`src/hw/eds_regs.svh`:
```
// Register offsets, field positions, reset values and cycle counts for extended data addressing
`ifndef EDS_REGS_SVH
`define EDS_REGS_SVH

`define EDS_OFF_RD_PAGE 8'h00
`define EDS_OFF_WR_PAGE 8'h04
`define EDS_OFF_STATUS 8'h08
`define EDS_OFF_MASK 8'h0C
`define EDS_OFF_LAST_ADDR 8'h10
`define EDS_OFF_RUN 8'h14

`define EDS_RD_PAGE_RESET 10'h001
`define EDS_WR_PAGE_RESET 9'h001
`define EDS_EVT_RESET 3'h0

`define EDS_EVT_TRAP 0
`define EDS_EVT_PSV 1
`define EDS_EVT_REACH 2
`define EDS_EVT_W 3

`define EDS_PSV_BIT 9
`define EDS_WINDOW_BIT 15
`define EDS_LAST_EXT_BIT 24

`define EDS_WRITE_CYCLES 2'h1
`define EDS_EXT_READ_CYCLES 2'h2
`define EDS_REP_FIRST_CYCLES 2'h3
`define EDS_REP_LATER_CYCLES 2'h1
`define EDS_REP_SLOW_COUNT 2'h2

`define EDS_EXT_WIDE_BYTES 25'h1000000
`define EDS_EXT_NARROW_BYTES 25'h0010000
`define EDS_WINDOW_BASE 25'h0008000

`endif

```
`src/hw/eds_pkg.sv`:
```
// Types shared by the extended data address generator
package eds_pkg;
    typedef logic [23:0] eds_addr_t;
    typedef logic [9:0] rd_page_t;
    typedef logic [8:0] wr_page_t;
    typedef logic [15:0] data_ptr_t;
    typedef logic [2:0] evt_t;
endpackage

```
`src/hw/eds_addr_map.sv`:
```
// Combinational pointer-to-address translation for extended data space
`timescale 1ns/1ns
`default_nettype none
`include "eds_regs.svh"

module eds_addr_map
    import eds_pkg::*;
#(
    parameter bit WIDE_PORT = 1'b1
) (
    // Access
    input wire data_ptr_t ptr,
    input wire logic is_write,
    // Page selects
    input wire rd_page_t rd_page,
    input wire wr_page_t wr_page,
    // Result
    output eds_addr_t addr,
    output logic ext,
    output logic program_space_view,
    output logic page_zero,
    output logic reach_err
);
    localparam logic [24:0] REACH = WIDE_PORT ? `EDS_EXT_WIDE_BYTES : `EDS_EXT_NARROW_BYTES;

    wire window = ptr[`EDS_WINDOW_BIT];
    // Writes never see the read page, so the PROGRAM_SPACE_VIEW bit cannot steer them
    wire [8:0] page = is_write ? wr_page : rd_page[8:0];
    wire psv_sel = !is_write && rd_page[`EDS_PSV_BIT];
    wire [24:0] ext_addr = {1'b0, page, ptr[14:0]};

    assign ext = window;
    assign program_space_view = window && psv_sel;
    // Pointer offset is never carried into the page bits
    assign addr = window ? {page, ptr[14:0]} : {8'h00, ptr};
    assign page_zero = window && !psv_sel && (page == 9'h000);
    assign reach_err = window && !psv_sel && (page != 9'h000)
        && (ext_addr >= `EDS_WINDOW_BASE + REACH);
endmodule
`default_nettype wire

```
`src/hw/eds_read_timer.sv`:
```
// Access latency sequencer: write, base, extended and repeated extended reads
`timescale 1ns/1ns
`default_nettype none
`include "eds_regs.svh"

module eds_read_timer (
    // Clock and reset
    input wire logic pclk,
    input wire logic presetn,
    // Access taken this cycle
    input wire logic take,
    input wire logic ext_read,
    input wire logic repeat_run,
    // Progress
    output logic done_q,
    output logic idle_q,
    output logic [1:0] run_q
);
    logic [1:0] cnt_q;
    wire rep_slow = run_q < `EDS_REP_SLOW_COUNT;
    wire [1:0] lat = !ext_read ? `EDS_WRITE_CYCLES
        : !repeat_run ? `EDS_EXT_READ_CYCLES
        : rep_slow ? `EDS_REP_FIRST_CYCLES : `EDS_REP_LATER_CYCLES;
    wire [1:0] run_d = (ext_read && repeat_run) ? (rep_slow ? run_q + 2'h1 : run_q) : 2'h0;
    wire fin = (cnt_q == 2'h1);

    always_ff @(posedge pclk or negedge presetn) begin
        if (!presetn) begin
            cnt_q <= 2'h0;
            done_q <= 1'b0;
            idle_q <= 1'b1;
            run_q <= 2'h0;
        end else if (take) begin
            cnt_q <= lat - 2'h1;
            done_q <= (lat == 2'h1);
            idle_q <= (lat == 2'h1);
            run_q <= run_d;
        end else begin
            cnt_q <= (cnt_q != 2'h0) ? cnt_q - 2'h1 : 2'h0;
            done_q <= fin;
            idle_q <= idle_q || fin;
        end
    end
endmodule
`default_nettype wire

```
`src/hw/extended_data_address_gen.sv`:
```
// Extended data space address generator with APB page registers and trap events
// What this block does
// The extended space is split into 32-Kbyte pages, reads take the read page select, writes the write page select.
// Program space view reads use only the read page select, the write page select never affects them.
// A windowed read with read page bit 9 clear forms a 24-bit address from page bits 8:0 over pointer bits 14:0.
// Software loads the page, places the offset and sets pointer bit 15 before an extended access.
// An access through the window that selects page 0 raises an address error trap.
// Each extended read outside a repeated run costs one extra cycle, so it takes two cycles.
// In a repeated run of extended reads the first two take three cycles each and later ones one cycle.
// The external reach is 16 Mbytes with the wide master port and 64K with the narrow one, above the 32K base data space.
// A windowed write forms a 24-bit address from write page bits 8:0 over pointer bits 14:0.
// Pointers below 8000h ignore both page selects and address the base data space directly.
// Page selects never advance on pointer rollover, software updates them when crossing a page.
// Every extended write completes in one cycle with no overhead.
// A windowed read with read page bit 9 set is handed to the program space read path.
`timescale 1ns/1ns
`default_nettype none
`include "eds_regs.svh"

module extended_data_address_gen
    import eds_pkg::*;
#(
    parameter bit WIDE_PORT = 1'b1,
    parameter int ADDR_W = 8
) (
    // Clock and reset
    input wire logic pclk,
    input wire logic presetn,
    // APB slave
    input wire logic psel,
    input wire logic penable,
    input wire logic pwrite,
    input wire logic [ADDR_W-1:0] paddr,
    input wire logic [31:0] pwdata,
    input wire logic [3:0] pstrb,
    output logic [31:0] prdata,
    output logic pready,
    output logic pslverr,
    // Data access request
    input wire logic acc_valid,
    input wire logic acc_write,
    input wire logic acc_repeat,
    input wire data_ptr_t acc_ptr,
    output logic acc_ready,
    // Translated access
    output eds_addr_t acc_addr,
    output logic acc_ext,
    output logic acc_psv,
    output logic acc_pmp,
    output logic acc_trap,
    output logic acc_done,
    // Interrupt
    output logic irq
);
    rd_page_t rd_page_q;
    wr_page_t wr_page_q;
    evt_t status_q, mask_q;
    eds_addr_t addr_q;
    logic ext_q, psv_q, pmp_q, trap_q, irq_q;
    logic pready_q, pslverr_q;
    logic [31:0] prdata_q;
    logic done_w, idle_w;
    logic [1:0] run_w;

    // Request handshake
    wire take = acc_valid && idle_w;
    wire ext_read = take && !acc_write && acc_ptr[`EDS_WINDOW_BIT];

    eds_addr_t map_addr;
    logic map_ext, map_psv, map_zero, map_reach;

    eds_addr_map #(
        .WIDE_PORT(WIDE_PORT)
    ) u_map (
        .ptr(acc_ptr),
        .is_write(acc_write),
        .rd_page(rd_page_q),
        .wr_page(wr_page_q),
        .addr(map_addr),
        .ext(map_ext),
        .program_space_view(map_psv),
        .page_zero(map_zero),
        .reach_err(map_reach)
    );

    eds_read_timer u_timer (
        .pclk(pclk),
        .presetn(presetn),
        .take(take),
        .ext_read(ext_read),
        .repeat_run(acc_repeat),
        .done_q(done_w),
        .idle_q(idle_w),
        .run_q(run_w)
    );

    // APB decode: answer one cycle into the access phase
    wire apb_acc = psel && penable && !pready_q;
    wire apb_fin = psel && penable && pready_q;
    wire hit_rd = paddr == ADDR_W'(`EDS_OFF_RD_PAGE);
    wire hit_wr = paddr == ADDR_W'(`EDS_OFF_WR_PAGE);
    wire hit_st = paddr == ADDR_W'(`EDS_OFF_STATUS);
    wire hit_mk = paddr == ADDR_W'(`EDS_OFF_MASK);
    wire hit_la = paddr == ADDR_W'(`EDS_OFF_LAST_ADDR);
    wire hit_rn = paddr == ADDR_W'(`EDS_OFF_RUN);
    wire mapped = hit_rd || hit_wr || hit_st || hit_mk || hit_la || hit_rn;
    wire wr_en = apb_fin && pwrite && mapped;

    logic [31:0] lane_mask;
    genvar gi;
    generate
        for (gi = 0; gi < 4; gi = gi + 1) begin : g_lane
            assign lane_mask[gi*8 +: 8] = {8{pstrb[gi]}};
        end
    endgenerate
    wire [31:0] wdata = pwdata & lane_mask;

    wire [31:0] rd_mux =
        hit_rd ? {22'h0, rd_page_q} :
        hit_wr ? {23'h0, wr_page_q} :
        hit_st ? {29'h0, status_q} :
        hit_mk ? {29'h0, mask_q} :
        hit_la ? {7'h0, ext_q, addr_q} :
        hit_rn ? {30'h0, run_w} : 32'h0;

    // Events raised by a taken access
    evt_t evt;
    assign evt[`EDS_EVT_TRAP] = take && map_zero;
    assign evt[`EDS_EVT_PSV] = take && map_psv;
    assign evt[`EDS_EVT_REACH] = take && map_reach;
    wire evt_t st_clr = (wr_en && hit_st) ? wdata[2:0] : 3'h0;
    // A new event wins over a simultaneous clear
    wire evt_t status_d = (status_q & ~st_clr) | evt;

    wire rd_wmask = wr_en && hit_rd;
    wire wr_wmask = wr_en && hit_wr;

    always_ff @(posedge pclk or negedge presetn) begin
        if (!presetn) begin
            pready_q <= 1'b0;
            pslverr_q <= 1'b0;
            prdata_q <= 32'h0;
        end else begin
            pready_q <= apb_acc;
            pslverr_q <= apb_acc && !mapped;
            prdata_q <= (apb_acc && !pwrite) ? rd_mux : 32'h0;
        end
    end

    // Page selects change only by software writes, never by pointer rollover
    always_ff @(posedge pclk or negedge presetn) begin
        if (!presetn) begin
            rd_page_q <= `EDS_RD_PAGE_RESET;
            wr_page_q <= `EDS_WR_PAGE_RESET;
            mask_q <= `EDS_EVT_RESET;
        end else begin
            if (rd_wmask) begin
                rd_page_q <= wdata[9:0];
            end
            if (wr_wmask) begin
                wr_page_q <= wdata[8:0];
            end
            if (wr_en && hit_mk) begin
                mask_q <= wdata[2:0];
            end
        end
    end

    always_ff @(posedge pclk or negedge presetn) begin
        if (!presetn) begin
            status_q <= `EDS_EVT_RESET;
            irq_q <= 1'b0;
        end else begin
            status_q <= status_d;
            irq_q <= |(status_d & mask_q);
        end
    end

    // Translated address and kind, held until the next taken access
    always_ff @(posedge pclk or negedge presetn) begin
        if (!presetn) begin
            addr_q <= 24'h0;
            ext_q <= 1'b0;
            psv_q <= 1'b0;
            pmp_q <= 1'b0;
        end else if (take) begin
            addr_q <= map_addr;
            ext_q <= map_ext;
            psv_q <= map_psv;
            pmp_q <= map_ext && !map_psv && !map_zero && !map_reach;
        end
    end

    always_ff @(posedge pclk or negedge presetn) begin
        if (!presetn) begin
            trap_q <= 1'b0;
        end else begin
            trap_q <= take && (map_zero || map_reach);
        end
    end

    assign prdata = prdata_q;
    assign pready = pready_q;
    assign pslverr = pslverr_q;
    assign acc_ready = idle_w;
    assign acc_addr = addr_q;
    assign acc_ext = ext_q;
    assign acc_psv = psv_q;
    assign acc_pmp = pmp_q;
    assign acc_trap = trap_q;
    assign acc_done = done_w;
    assign irq = irq_q;

    // Helper views for the checks below
    wire [8:0] rd_low = rd_page_q[8:0];
    wire [14:0] ptr_low = acc_ptr[14:0];
    wire take_wr = take && acc_write;
    wire take_ext_wr = take_wr && acc_ptr[`EDS_WINDOW_BIT];
    wire take_plain_ext = ext_read && !acc_repeat;
    wire take_rep_slow = ext_read && acc_repeat && run_w < 2'h2;
    wire take_rep_fast = ext_read && acc_repeat && run_w >= 2'h2;
    wire take_dat_rd = ext_read && !rd_page_q[`EDS_PSV_BIT];

    // Further views for the latency, routing and register checks
    wire [8:0] wr_low = wr_page_q;
    wire [9:0] rd_wval = wdata[9:0];
    wire [8:0] wr_wval = wdata[8:0];
    wire take_psv = take && map_psv;
    wire take_base = take && !acc_ptr[`EDS_WINDOW_BIT];
    wire take_plain = take && !(ext_read && acc_repeat);
    wire take_pmp_rd = take_dat_rd && !map_zero && !map_reach;
    wire trap_and_clear = take && map_zero && wr_en && hit_st;
endmodule
`default_nettype wire

```
`config.mk`:
```
export PLATFORM = sky130hd
export DESIGN_NAME = extended_data_address_gen
export DESIGN_NICKNAME = d
export VERILOG_FILES = /design/src/hw/eds_pkg.sv /design/src/hw/eds_addr_map.sv /design/src/hw/eds_read_timer.sv /design/src/hw/extended_data_address_gen.sv
export VERILOG_INCLUDE_DIRS = /design/src /design/src/hw
export SDC_FILE = /design/constraint.sdc
export NUM_CORES = 1
export LEC_CHECK = 0
export ABC_AREA = 1
export ABC_CLOCK_PERIOD_IN_PS = 2000
export BUFFER_PORTS_ARGS = -buffer_cell sky130_fd_sc_hd__buf_2
export CAP_MARGIN = 10
export CORE_ASPECT_RATIO = 0.8
export CORE_UTILIZATION = 32
export DETAILED_ROUTE_END_ITERATION = 6
export GPL_ROUTABILITY_DRIVEN = 0
export PLACE_DENSITY_LB_ADDON = 0.12
export SYNTH_ARGS = -nofsm -noshare
export SYNTH_HDL_FRONTEND = slang
export SYNTH_SLANG_ARGS = --single-unit
```
`constraint.sdc`:
```
create_clock -name pclk -period 2 [get_ports pclk]
set_input_delay 0.4 -clock pclk [delete_from_list [all_inputs] [get_ports pclk]]
set_output_delay 0.4 -clock pclk [all_outputs]
set_load 0.02 [all_outputs]
```
# Word level (Yosys, flattened, before mapping)
# Index checks and enable logic that the tools add are counted.
totals:
  inputBits: 68
  elab_cells: 103
  regBits: 87
  out_inout_bits: 65
classes:
  n_reduce_logical: 49
  eq_ne: 8
  bitwise: 5
  mux: 19
  add_sub_neg: 3
  magnitude_cmp: 2
op_table:
  columns: ["operator", "n"]
  rows:
  - ["$mux 25", 6]
  - ["$logic_and 1x1->1", 28]
  - ["$ge 24x25->1 const B", 1]
  - ["$mux 24", 1]
  - ["$eq 8x4->1 const B", 2]
  - ["$eq 8x5->1 const B", 2]
  - ["$mux 2", 8]
  - ["$and 10x10->10", 1]
  - ["$logic_not 9->1", 1]
  - ["$mux 9", 1]
  - ["$reduce_bool 9->1", 1]
  - ["$eq 8x3->1 const B", 1]
  - ["$logic_not 1->1", 8]
  - ["$logic_not 8->1", 1]
  - ["$logic_or 1x1->1", 7]
  - ["$and 3x3->3", 2]
  - ["$eq 2x1->1 const B", 2]
  - ["$sub 2x1->2 const B", 2]
  - ["$mux 3", 1]
  - ["$not 3->3", 1]
  - ["$or 3x3->3", 1]
  - ["$reduce_or 3->1", 1]
  - ["$add 2x1->2 const B", 1]
  - ["$lt 2x2->1 const B", 1]
  - ["4 further kinds", 5]

# Longest topological paths before layout
# Gate-level depths: netlist (run 1).
logic_depth:
  depth_word: 14
  depth_mapped: 12
  mapped_depth_nobuf: 11

# Cells and area by module
# From an unflattened synthesis (run 1), not the netlist that was laid out.
hier_totals:
  hier_cells: 487
  area_unflattened_um2: 4197.8
by_module_without_submodules:
  columns: ["mod", "area_each_um2", "seq_area_each_um2", "cells_per_inst", "instances"]
  rows:
  - ["extended_data_address_gen", 3574.7, 2029.4, 382, 1]
  - ["eds_addr_map", 344.1, 0.0, 69, 1]
  - ["eds_read_timer", 279.0, 151.4, 36, 1]

# Worst setup path before layout (run 1)
# Ideal clock, no wire load.
synth_path:
  kind: "register to register"
  from: "reg u_timer.idle_q"
  to: "reg u_timer.cnt_q[1]"
  period_less_slack_ps: 1683
  setup_ps: 117
  stages_incl_launch_ff: 9
  arrival_ps: 1566
  slack_ps: 317
  n_path_buf: 0
  path_cell_list: "dfstp_2 > nand2_1 > nor2_1 > inv_2 > nor2_1 > o21ai_0 > ha_1 > nand2_1 > nand2_1"
synth_between:
  elab_chain_len: 6
synth_rtl:
  columns: ["element", "line_no", "source"]
  rows:
  - ["start, declared", "eds_read_timer.sv:16", "output logic idle_q,"]
  - ["start signal, assigned", "eds_read_timer.sv:36", "idle_q <= (lat == 2'h1);"]
  - ["start signal, assigned", "eds_read_timer.sv:41", "idle_q <= idle_q || fin;"]
  - ["$logic_and 1x1->1 *", "extended_data_address_gen.sv:66", "wire take = acc_valid && idle_w;"]
  - ["$logic_and 1x1->1 (2 in a row)", "extended_data_address_gen.sv:67", "wire ext_read = take && !acc_write && acc_ptr[`EDS_WINDOW_BIT];"]
  - ["$mux 2 (no line)", null, null]
  - ["$sub 2x1->2", "eds_read_timer.sv:34", "cnt_q <= lat - 2'h1;"]
  - ["$mux 2 *", "eds_read_timer.sv:33", "end else if (take) begin"]
  - ["end signal, assigned", "eds_read_timer.sv:34", null]
  - ["end signal, assigned", "eds_read_timer.sv:39", "cnt_q <= (cnt_q != 2'h0) ? cnt_q - 2'h1 : 2'h0;"]
  - ["end, declared", "eds_read_timer.sv:19", "logic [1:0] cnt_q;"]
# Mark *: on every way between the ends. The rest lies on a longest branch, timed or not.
# A chain may end at the register's enable or synchronous reset.

# Worst setup path in the final report (run 1)
layout_path:
  from: "reg u_timer.idle_q"
  to: "reg u_timer.run_q[0]"
layout_between:
  elab_chain_len: 6
layout_rtl:
  columns: ["element", "line_no", "source"]
  rows:
  - ["$logic_and 1x1->1 *", "extended_data_address_gen.sv:66", null]
  - ["$logic_and 1x1->1 (2 in a row)", "extended_data_address_gen.sv:67", null]
  - ["$logic_and 1x1->1", "eds_read_timer.sv:24", "wire [1:0] run_d = (ext_read && repeat_run) ? (rep_slow ? run_q + 2'h1 : run_q) : 2'h0;"]
  - ["$ne 2x1->1 (no line)", null, null]
  - ["$reduce_and 2->1 (no line)", null, null]
  - ["end signal, assigned", "eds_read_timer.sv:37", "run_q <= run_d;"]
  - ["end, declared", "eds_read_timer.sv:17", "output logic [1:0] run_q"]
# Marks and branches as above.

==> run_results.csv, run 1 <==
group,metric,value,unit
global_routing,antenna_found_initial,0,
timing,clock-skew-final,7.27,ps
timing,rsz0062_at_grt,"false",
cts,cts_setup_buffers,0,
setup_path,cp_num_buf_inv,2,
timing,min_period,1720,ps
timing,maxSlewViolCount,0,
floorplan,die-area,12300,sq um
floorplan,rows,35,
detailed_routing,drtPass1Iterations,4,
global_routing,overflow,0,
setup_path,worst-path-max-fanout,8,
timing,hold_ws,26.1,ps
global_routing,grt_max_degree,39,
finish,final_util,41.9,%
synthesis,synthAdderAreaFrac,0.329,%
power_and_ir_drop,cellPowerDensity,995,nW/um^2
detailed_routing,num_vias,3134,
synthesis,synthCells,432,
timing,final-setup-viol-count,0,
cts,cts_sinks,87,
cts,clk_latency,330,ps
finish,drive_gt1_share,29.8,%
setup_path,worstRegToRegCells,8,
setup_path,worst-r2r-setup-slack,280,ps
floorplan,die_y,99.6,um
timing,setup_tns,0,ps
cts,ctsResizeCount,0,
timing,hold_viol,0,
finish,diodes,0,
synthesis,synth_cell_type_count,35,
synthesis,ys_ff_latch,87,
synthesis,async_flop_share,100,%
synthesis,synthFlopType,"dfrtp_1",
placement,dp.final_hpwl,7180,um
synthesis,synth_area_leaders,"dfrtp_1 (55%), nand2_1 (14%), inv_1 (4.4%), nor2_1 (3.0%), o21ai_0 (2.9%)",
setup_path,crit_family,"simple AND/OR/NAND/NOR gates",
power_and_ir_drop,peakVddDrop,0.000357,V
setup_path,worst-endpoint-arrival,1940,ps
min_path,hold_class,"primary input to asynchronous set/reset pin",
synthesis,synthSimpleGateAreaFrac,24.0,%
setup_path,required,2220,ps
setup_path,end_kind,"flop",
placement,io_buffer_count,101,
global_routing,grt_pass1_vias,3023,
synthesis,synth_top_cell_by_area,"dfrtp_1",
synthesis,synth_mux_area_share,0.263,%
detailed_routing,route.detailed.drc,0,
cts,clk_pin_slew,60,ps
cts,clk_path_buf_depth,2,
synthesis,synth_edf_count,0,
finish,fin_cells,702,
detailed_routing,routed_via_density,4.46,
floorplan,core-area,11600,sq um
synthesis,yosysMostFrequentCell,"nand2_1",
cts,tritoncts,"built",
setup_path,cp-start-kind,"flop",
setup_path,slowest_delay,540,ps
detailed_routing,antenna_left,0,
timing,max_freq,581,MHz
global_routing,gr-usage-all-layers,16.6,%
cts,cts_made_buffers,9,
finish,nets,618,
synthesis,synth_area,3810,sq um
synthesis,seq_area_frac_synth,57.3,%
floorplan,ioPinCount,133,
global_routing,grt_pass1_wl,15400,um
placement,post-place-cells,686,
timing,finalCritPeriodShare,86.1,%
setup_path,crit_slowest_cell,"dfstp_2",
cts,cts_max_level,3,
power_and_ir_drop,p_leak,2.62,nW
finish,area_delta_synth_final,27.1,%
detailed_routing,drt_iter0_markers,124,
floorplan,die_x,124,um
synthesis,synth_top_family_by_area,"simple AND/OR/NAND/NOR gates",
setup_path,r2r_end,"u_timer.run_q[0]",
synthesis,yosysTopAreaCellShare,55.2,%
outcome,status,"finished, final reports clean",
setup_path,critPathKind,"flop to flop",
setup_path,timing.rr.start,"u_timer.idle_q",
detailed_routing,routed_wl,9400,um
job,drv_cap,0,
synthesis,synthXorXnorAreaFrac,0,%
synthesis,synth_compound_area_share,10.0,%
synthesis,yosysWarningCount,0,
synthesis,synth_common_cells,"nand2_1 (137), dfrtp_1 (84), inv_1 (45)",
detailed_routing,wl_per_cell,13.4,um
cts,holdBufCountCts,0,
floorplan,initial_utilization,32.9,%
setup_path,crit_chain,"nand2_1 > nor2_1 > inv_2 > buf_4 > nor3_1 > a21oi_1 > nand3_1 > o21ai_1",
cts,cts_root_buf,"clkbuf_16",
synthesis,syn_area_per_cell,8.81,sq um
cells by family (layout without fill, tap and decap cells):
group,Yosys count,after routing
compound gates,64,64
fa+ha+maj,1,1
buf+inv,69,185
flops,87,87
mux,1,1
other cells,1,7
simple gates,209,209
final cells by class:
class	count	area, sq um
inverters	50	188
clock buffers	12	236
well taps	148	185
fillers	1191	6720
multi-input cells	282	1350
clock inverters	4	47.5
repair buffers	119	656
flip-flops and latches	87	2180
flip-flops by register name, indices dropped and copies added, names as in the netlist, 2 cells and up:
name,count
acc_addr,24
status_q,3
rd_page_q,10
u_timer.run_q,2
prdata,25
mask_q,3
wr_low,9
u_timer.cnt_q,2
per-layer routing:
layer	part of all wire, %	wire, um	vias to the layer above	GRT usage [%]
met5	0	0	-	0
met3	5.9	555	8	4.42
met4	0.98	92	0	4.95
met1	51	4770	1463	24.2
met2	42	3980	77	23.8
li1	-	-	1586	-
metrics by stage:
step / total power, mW / setup WS (ps) / instance area, sq um
floorplan: 2.81 / 317 / 3830
global placement: 3.24 / 88.7 / 4550
detailed placement: 3.25 / 73.9 / 4550
CTS: 4.89 / 247 / 4840
global route: 5.10 / 90.0 / 4840
finish: 4.81 / 278 / 4840
power breakdown:
group	switching [mW]	internal [mW]	leakage, nW
sequential	0.159	2.00	1.15
combinational	0.708	0.333	1.33
clock	0.648	0.964	0.137
total	1.51	3.30	2.62
how the worst max path moves through the flow:
stage	endpoint	depth (start not counted)	start
after floorplan	u_timer.cnt_q[1]	8	u_timer.idle_q
after global placement	rd_page_q[7]	11	paddr[1]
after detailed placement	rd_page_q[6]	11	paddr[1]
after CTS	irq	8	rd_page_q[7]
after global routing	u_timer.run_q[0]	8	u_timer.idle_q
final	u_timer.run_q[0]	8	u_timer.idle_q
layout by cell type (no fill, tap or decap), types with 4 or more instances in the layout:
| cell type | count |
|---|---|
| inv_2 | 4 |
| o21ai_0 | 22 |
| clkbuf_16 | 9 |
| nand2_1 | 137 |
| o21ai_1 | 14 |
| nor2_2 | 4 |
| buf_4 | 18 |
| nand4_1 | 5 |
| a21oi_1 | 6 |
| o21ai_2 | 8 |
| dfrtp_1 | 84 |
| inv_1 | 45 |
| conb_1 | 7 |
| nand3_1 | 14 |
| buf_2 | 100 |
| nor3_1 | 5 |
| o22ai_1 | 7 |
| nor2_1 | 30 |
No activity file was read; power rests on OpenSTA's default activity.
==> inputs of run 2 (changes only) <==
--- a/config.mk
+++ b/config.mk
@@ -7,7 +7,7 @@
 export NUM_CORES = 1
 export LEC_CHECK = 0
 export ABC_AREA = 1
-export ABC_CLOCK_PERIOD_IN_PS = 2000
+export ABC_CLOCK_PERIOD_IN_PS = 1800
 export BUFFER_PORTS_ARGS = -buffer_cell sky130_fd_sc_hd__buf_2
 export CAP_MARGIN = 10
 export CORE_ASPECT_RATIO = 0.8
==> constraint.sdc (replaced) <==
create_clock -name pclk -period 1.8 [get_ports pclk]
set_input_delay 0.36 -clock pclk [delete_from_list [all_inputs] [get_ports pclk]]
set_output_delay 0.36 -clock pclk [all_outputs]
set_load 0.02 [all_outputs]
==> run 2 against run 1 <==
Against the previous run:
- flip-flop and latch count is the same
- routed wire length grew 3.4%
- cell area grew 2.7%
- final cell count grew 1.6%
- critical path type unchanged
- largest power group unchanged
==> run_results.csv, run 2 (synthesis gave the netlist of run 1 again) <==
group,metric,value,unit
global_routing,grt_pass1_wl,15800,um
global_routing,grt_max_degree,39,
global_routing,antenna_found_initial,0,
setup_path,critPathKind,"flop to flop",
setup_path,startpoint,"u_timer.idle_q",
min_path,hold_class,"primary input to flop",
setup_path,required,2040,ps
setup_path,crit_chain,"nand2_1 > nor2_1 > inv_2 > nor2_2 > nand2_1 > ha_1 > nand2_1 > nand2_1",
floorplan,die-area,12300,sq um
timing,clock-skew-final,5.67,ps
cts,clk_path_buf_depth,2,
floorplan,initial_utilization,32.9,%
setup_path,cpMostUsedCell,"nand2_1",
timing,finalCritPeriodShare,89.1,%
finish,nets,629,
finish,fillerInstances,1182,
cts,clk_pin_slew,60,ps
finish,diodes,0,
power_and_ir_drop,cellPowerDensity,1110,nW/um^2
setup_path,worst-endpoint-arrival,1840,ps
global_routing,overflow,0,
floorplan,die_y,99.6,um
power_and_ir_drop,power,5.54,mW
power_and_ir_drop,p_leak,2.70,nW
floorplan,rows,35,
timing,maxSlewViolCount,0,
cts,cts_root_buf,"clkbuf_16",
timing,max_freq,624,MHz
placement,io_buffer_count,101,
setup_path,cp-start-kind,"flop",
timing,final-setup-viol-count,0,
setup_path,timing.rr.start,"u_timer.idle_q",
finish,final_util,43.0,%
cts,tritoncts,"built",
min_path,min_from,"acc_ptr[0]",
floorplan,die_x,124,um
global_routing,grt_pass1_vias,3060,
floorplan,core-area,11600,sq um
detailed_routing,drt_iter0_markers,133,
finish,area_delta_synth_final,30.5,%
cts,cts_max_level,3,
setup_path,end_kind,"flop",
detailed_routing,route.detailed.drc,0,
setup_path,slowest_delay,550,ps
global_routing,gr-usage-all-layers,17.1,%
finish,drive_gt1_share,32.0,%
detailed_routing,num_vias,3187,
detailed_routing,routed_wl,9720,um
finish,largest_register_ffs,25,
finish,layout_commonest_cell,"nand2_1",
timing,rsz0062_at_grt,"false",
detailed_routing,drtPass1Iterations,4,
power_and_ir_drop,peakVddDrop,0.000569,V
placement,dp.final_hpwl,7310,um
cts,cts_made_buffers,9,
detailed_routing,routed_via_density,4.47,
outcome,status,"finished, final reports clean",
floorplan,ioPinCount,133,
job,drv_cap,0,
timing,hold_viol,0,
finish,mostFrequentLayoutCells,"nand2_1 (137), buf_2 (100), dfrtp_1 (84), inv_1 (45), nor2_1 (29)",
cts,cts_sinks,87,
setup_path,crit_slowest_cell,"dfstp_2",
detailed_routing,antenna_left,0,
detailed_routing,wl_per_cell,13.6,um
setup_path,worst-path-max-fanout,3,
timing,min_period,1600,ps
cts,clk_latency,340,ps
==> run 2: cell count changes in the layout (fill, tap and decap cells not counted), sizes merged <==
cell	change
buf	+10
clkinvlp	-1
inv	+1
clkbuf	-1
dlygate4sd3	+1
clkinv	+1
==> run 2: cell type report <==
class | instances | area [sq um] | share of cell area, %
Multi-Input combinational cell | 282 | 1360 | 27.3
Clock inverter | 5 | 65.1 | 1.31
Tap cell | 148 | 185 | 3.73
Inverter | 50 | 188 | 3.78
Sequential cell | 87 | 2180 | 43.9
Timing Repair Buffer | 130 | 741 | 14.9
Clock buffer | 11 | 253 | 5.09
==> run 2: layer usage <==
layer,GRT usage (%),part of all wire [%],vias to the layer above
met5,0,0,-
met4,5.04,1.2,0
met3,4.42,5.2,10
met2,24.5,42,76
met1,25.1,52,1490
li1,-,-,1611
==> run 2: metrics by stage <==
stage / hold slack (ps) / cell area [sq um] / cells / setup TNS, ps / worst slack, ps
final: 206 / 4970 / 713 / 0 / 197
after global routing: 215 / 4970 / 713 / 0 / 37.4
after CTS: 191 / 4960 / 713 / 0 / 93.9
after detailed placement: 358 / 4630 / 696 / -1.98 / -1.34
after global placement: 355 / 4630 / 696 / -3.37 / -3.37
after floorplan: 64.4 / 3830 / 438 / 0 / 117
==> run 2: worst paths after layout <==
| check | slack (ps) | end | cells past startpoint |
|---|---|---|---|
| min reg2reg | 480 | pslverr | 1 |
| min in group asynchronous | 510 | u_timer.cnt_q[1] | 2 |
| max in group asynchronous | 690 | mask_q[1] | 3 |
| max | 200 | u_timer.cnt_q[1] | 8 |
| min | 210 | acc_addr[0] | 3 |
| max reg2reg | 200 | u_timer.cnt_q[1] | 8 |
==> run 2: critical path: cells and delay by family, from the launching register on <==
kind                     cells  cell delay, ps
adder cells (fa/ha/maj)      1             290
buffers and inverters        1              60
flip-flops                   1             550
AND/OR/NAND/NOR              6             600
==> run 2: power breakdown <==
group / switching (mW) / internal [mW]
Sequential: 0.194 / 2.22
Clock: 0.781 / 1.16
Combinational: 0.801 / 0.380
==> run 2: repair_timing <==
action / 4_1_cts / 5_1_grt
resized for setup: 0 / 3
hold buffers: 1 / 0
buffers inserted: 0 / 0
endpoints found under the setup margin: 0 / 3
endpoints found under the hold margin: 22 / 0
==> inputs of run 3 (changes only) <==
==> constraint.sdc (replaced) <==
create_clock -name pclk -period 1.8 [get_ports pclk]
set_input_delay 0.18 -clock pclk [delete_from_list [all_inputs] [get_ports pclk]]
set_output_delay 0.18 -clock pclk [all_outputs]
set_load 0.02 [all_outputs]
==> run 3 against run 2 <==
Against the previous run:
- cell area down 2.4%
- highest routed layer unchanged
- combinational power is essentially flat
- non-clock buffer count decreased by 12
- global-route usage is 0.30 points lower
- final cell count shrank 1.7%
- clock power down 8%
- flip-flop and latch count unchanged
- clock-buffer cell count grew 1
- routed wire length is 0.87% lower
==> run_results.csv, run 3 (synthesis gave the netlist of run 1 again) <==
group,metric,value,unit
power_and_ir_drop,power,5.37,mW
min_path,min_to,"acc_addr[1]",
timing,max_freq,601,MHz
floorplan,die-area,12300,sq um
global_routing,grt_max_degree,88,
setup_path,worstRegToRegCells,8,
timing,final-setup-viol-count,0,
setup_path,cp_num_buf_inv,1,
setup_path,cpMostUsedCell,"nand2_1",
finish,fin_cells,701,
timing,setup_tns,0,ps
detailed_routing,route.detailed.drc,0,
setup_path,crit_chain,"nand2_1 > nor2_2 > inv_2 > nor2_1 > nand2_1 > ha_1 > nand2_1 > nand2_1",
global_routing,antenna_found_initial,0,
timing,hold_viol,0,
detailed_routing,antenna_left,0,
power_and_ir_drop,peakVddDrop,0.000495,V
cts,clk_pin_slew,60,ps
setup_path,required,2030,ps
setup_path,r2r_end,"u_timer.cnt_q[1]",
cts,cts_sinks,87,
finish,diodes,0,
finish,largest_register_ffs,25,
floorplan,rows,35,
timing,finalWorstSetupSlack,136,ps
job,drv_cap,0,
setup_path,crit_slowest_cell,"dfstp_2",
detailed_routing,drt_iter0_markers,183,
floorplan,initial_utilization,32.9,%
cts,cts_setup_buffers,0,
setup_path,cp-start-kind,"flop",
timing,maxSlewViolCount,0,
cts,clk_latency,340,ps
outcome,status,"finished, final reports clean",
global_routing,grt_pass1_vias,2994,
timing,rsz0062_at_grt,"false",
finish,fin_area,4850,sq um
power_and_ir_drop,seqPwrFrac,44.8,%
cts,cts_made_buffers,9,
detailed_routing,num_vias,3187,
finish,layout_commonest_cell,"nand2_1",
finish,area_delta_synth_final,27.3,%
timing,finalCritPeriodShare,92.4,%
detailed_routing,routed_via_density,4.55,
finish,drive_gt1_share,30.4,%
placement,post-place-cells,684,
setup_path,worst-r2r-setup-slack,140,ps
detailed_routing,wl_per_cell,13.7,um
detailed_routing,routed_wl,9640,um
setup_path,slowest_delay,540,ps
cts,cts_max_level,3,
min_path,hold_class,"primary input to flop",
global_routing,grt_pass1_wl,15600,um
power_and_ir_drop,swShare,32.7,%
setup_path,end_kind,"flop",
power_and_ir_drop,comb_power_share,22.0,%
timing,tightest_slew,582,ps
cts,cts_root_buf,"clkbuf_16",
timing,slew_headroom,61.1,%
setup_path,worst-path-max-fanout,3,
finish,nets,617,
power_and_ir_drop,p_leak,2.62,nW
floorplan,core-area,11600,sq um
timing,min_period,1660,ps
power_and_ir_drop,cellPowerDensity,1110,nW/um^2
global_routing,overflow,0,
setup_path,worst-endpoint-arrival,1900,ps
floorplan,die_y,99.6,um
placement,place_ws,69.4,ps
power_and_ir_drop,switching_power,1.76,mW
placement,io_buffer_count,101,
finish,final_util,41.9,%
timing,clock-skew-final,6.23,ps
finish,mostFrequentLayoutCells,"nand2_1 (137), buf_2 (100), dfrtp_1 (84), inv_1 (45), nor2_1 (29)",
setup_path,crit_family,"simple AND/OR/NAND/NOR gates",
placement,dp.final_hpwl,7070,um
global_routing,gr-usage-all-layers,16.8,%
cts,tritoncts,"built",
detailed_routing,drtPass1Iterations,4,
placement,place_area,4540,sq um
min_path,hold_depth,3,
power_and_ir_drop,p_int,3.61,mW
setup_path,timing.rr.start,"u_timer.idle_q",
timing,hold_ws,31.5,ps
setup_path,critPathKind,"flop to flop",
floorplan,die_x,124,um
floorplan,ioPinCount,133,
cts,clk_path_buf_depth,2,
min_path,min_from,"acc_ptr[1]",
power_and_ir_drop,power_frac_clock,33.2,%
-- run 3: cell types whose count changed in the layout (fill, tap and decap cells not counted) --
cell,previous run,this run
clkinv_2,0,1
buf_4,28,16
clkinvlp_4,0,1
clkinv_4,3,2
o21ai_0,22,21
inv_6,1,0
bufinv_16,1,0
o21ai_1,14,15
clkbuf_1,0,1
-- run 3: cell type report --
cell class                 count  area (sq um)
clock buffer                  12           256
clock inverter                 4          30.0
fill                        1184          6710
inverter                      50           188
multi-input combinational    282          1360
sequential                    87          2180
tap                          148           185
timing repair buffer         118           651
-- run 3: what timing repair did --
item                                    in CTS  in global routing
gates resized for setup                      0                  4
hold endpoints to repair                    84                  0
endpoints found under the setup margin       0                  7
hold buffers                                 1                  0
-- run 3: metal layers --
| metal | track usage, % | up-vias | routed length [um] |
|---|---|---|---|
| met5 | 0 | - | 0 |
| met3 | 3.96 | 11 | 508 |
| li1 | - | 1582 | - |
| met4 | 6.04 | 0 | 140 |
| met1 | 24.4 | 1516 | 4830 |
| met2 | 24.1 | 78 | 4160 |
-- run 3: worst max-delay path by stage --
| stage | from | cells past startpoint | endpoint |
|---|---|---|---|
| 6_report | u_timer.idle_q | 8 | u_timer.cnt_q[1] |
| 5_1_grt | rd_page_q[7] | 8 | irq |
| 4_1_cts | rd_page_q[7] | 8 | irq |
| 3_5_place_dp | rd_page_q[7] | 8 | irq |
| 3_3_place_gp | rd_page_q[7] | 8 | irq |
| 2_1_floorplan | u_timer.idle_q | 8 | u_timer.cnt_q[1] |
-- run 3: power groups by stage --
stage / combinational [mW] / clock, mW / sequential, mW
finish: 1.18 / 1.78 / 2.40
CTS: 1.20 / 1.84 / 2.40
floorplan: 0.414 / 0 / 2.70
global route: 1.32 / 1.91 / 2.43
global placement: 1.18 / 0 / 2.43
detailed placement: 1.20 / 0 / 2.44
-- run 3: worst register-to-register path: cells and delay by family (launching register included) --
kind / cells / cell delay [ps]
AND/OR/NAND/NOR: 6 / 670
flip-flops: 1 / 540
adder cells (fa/ha/maj): 1 / 300
buffers and inverters: 1 / 50
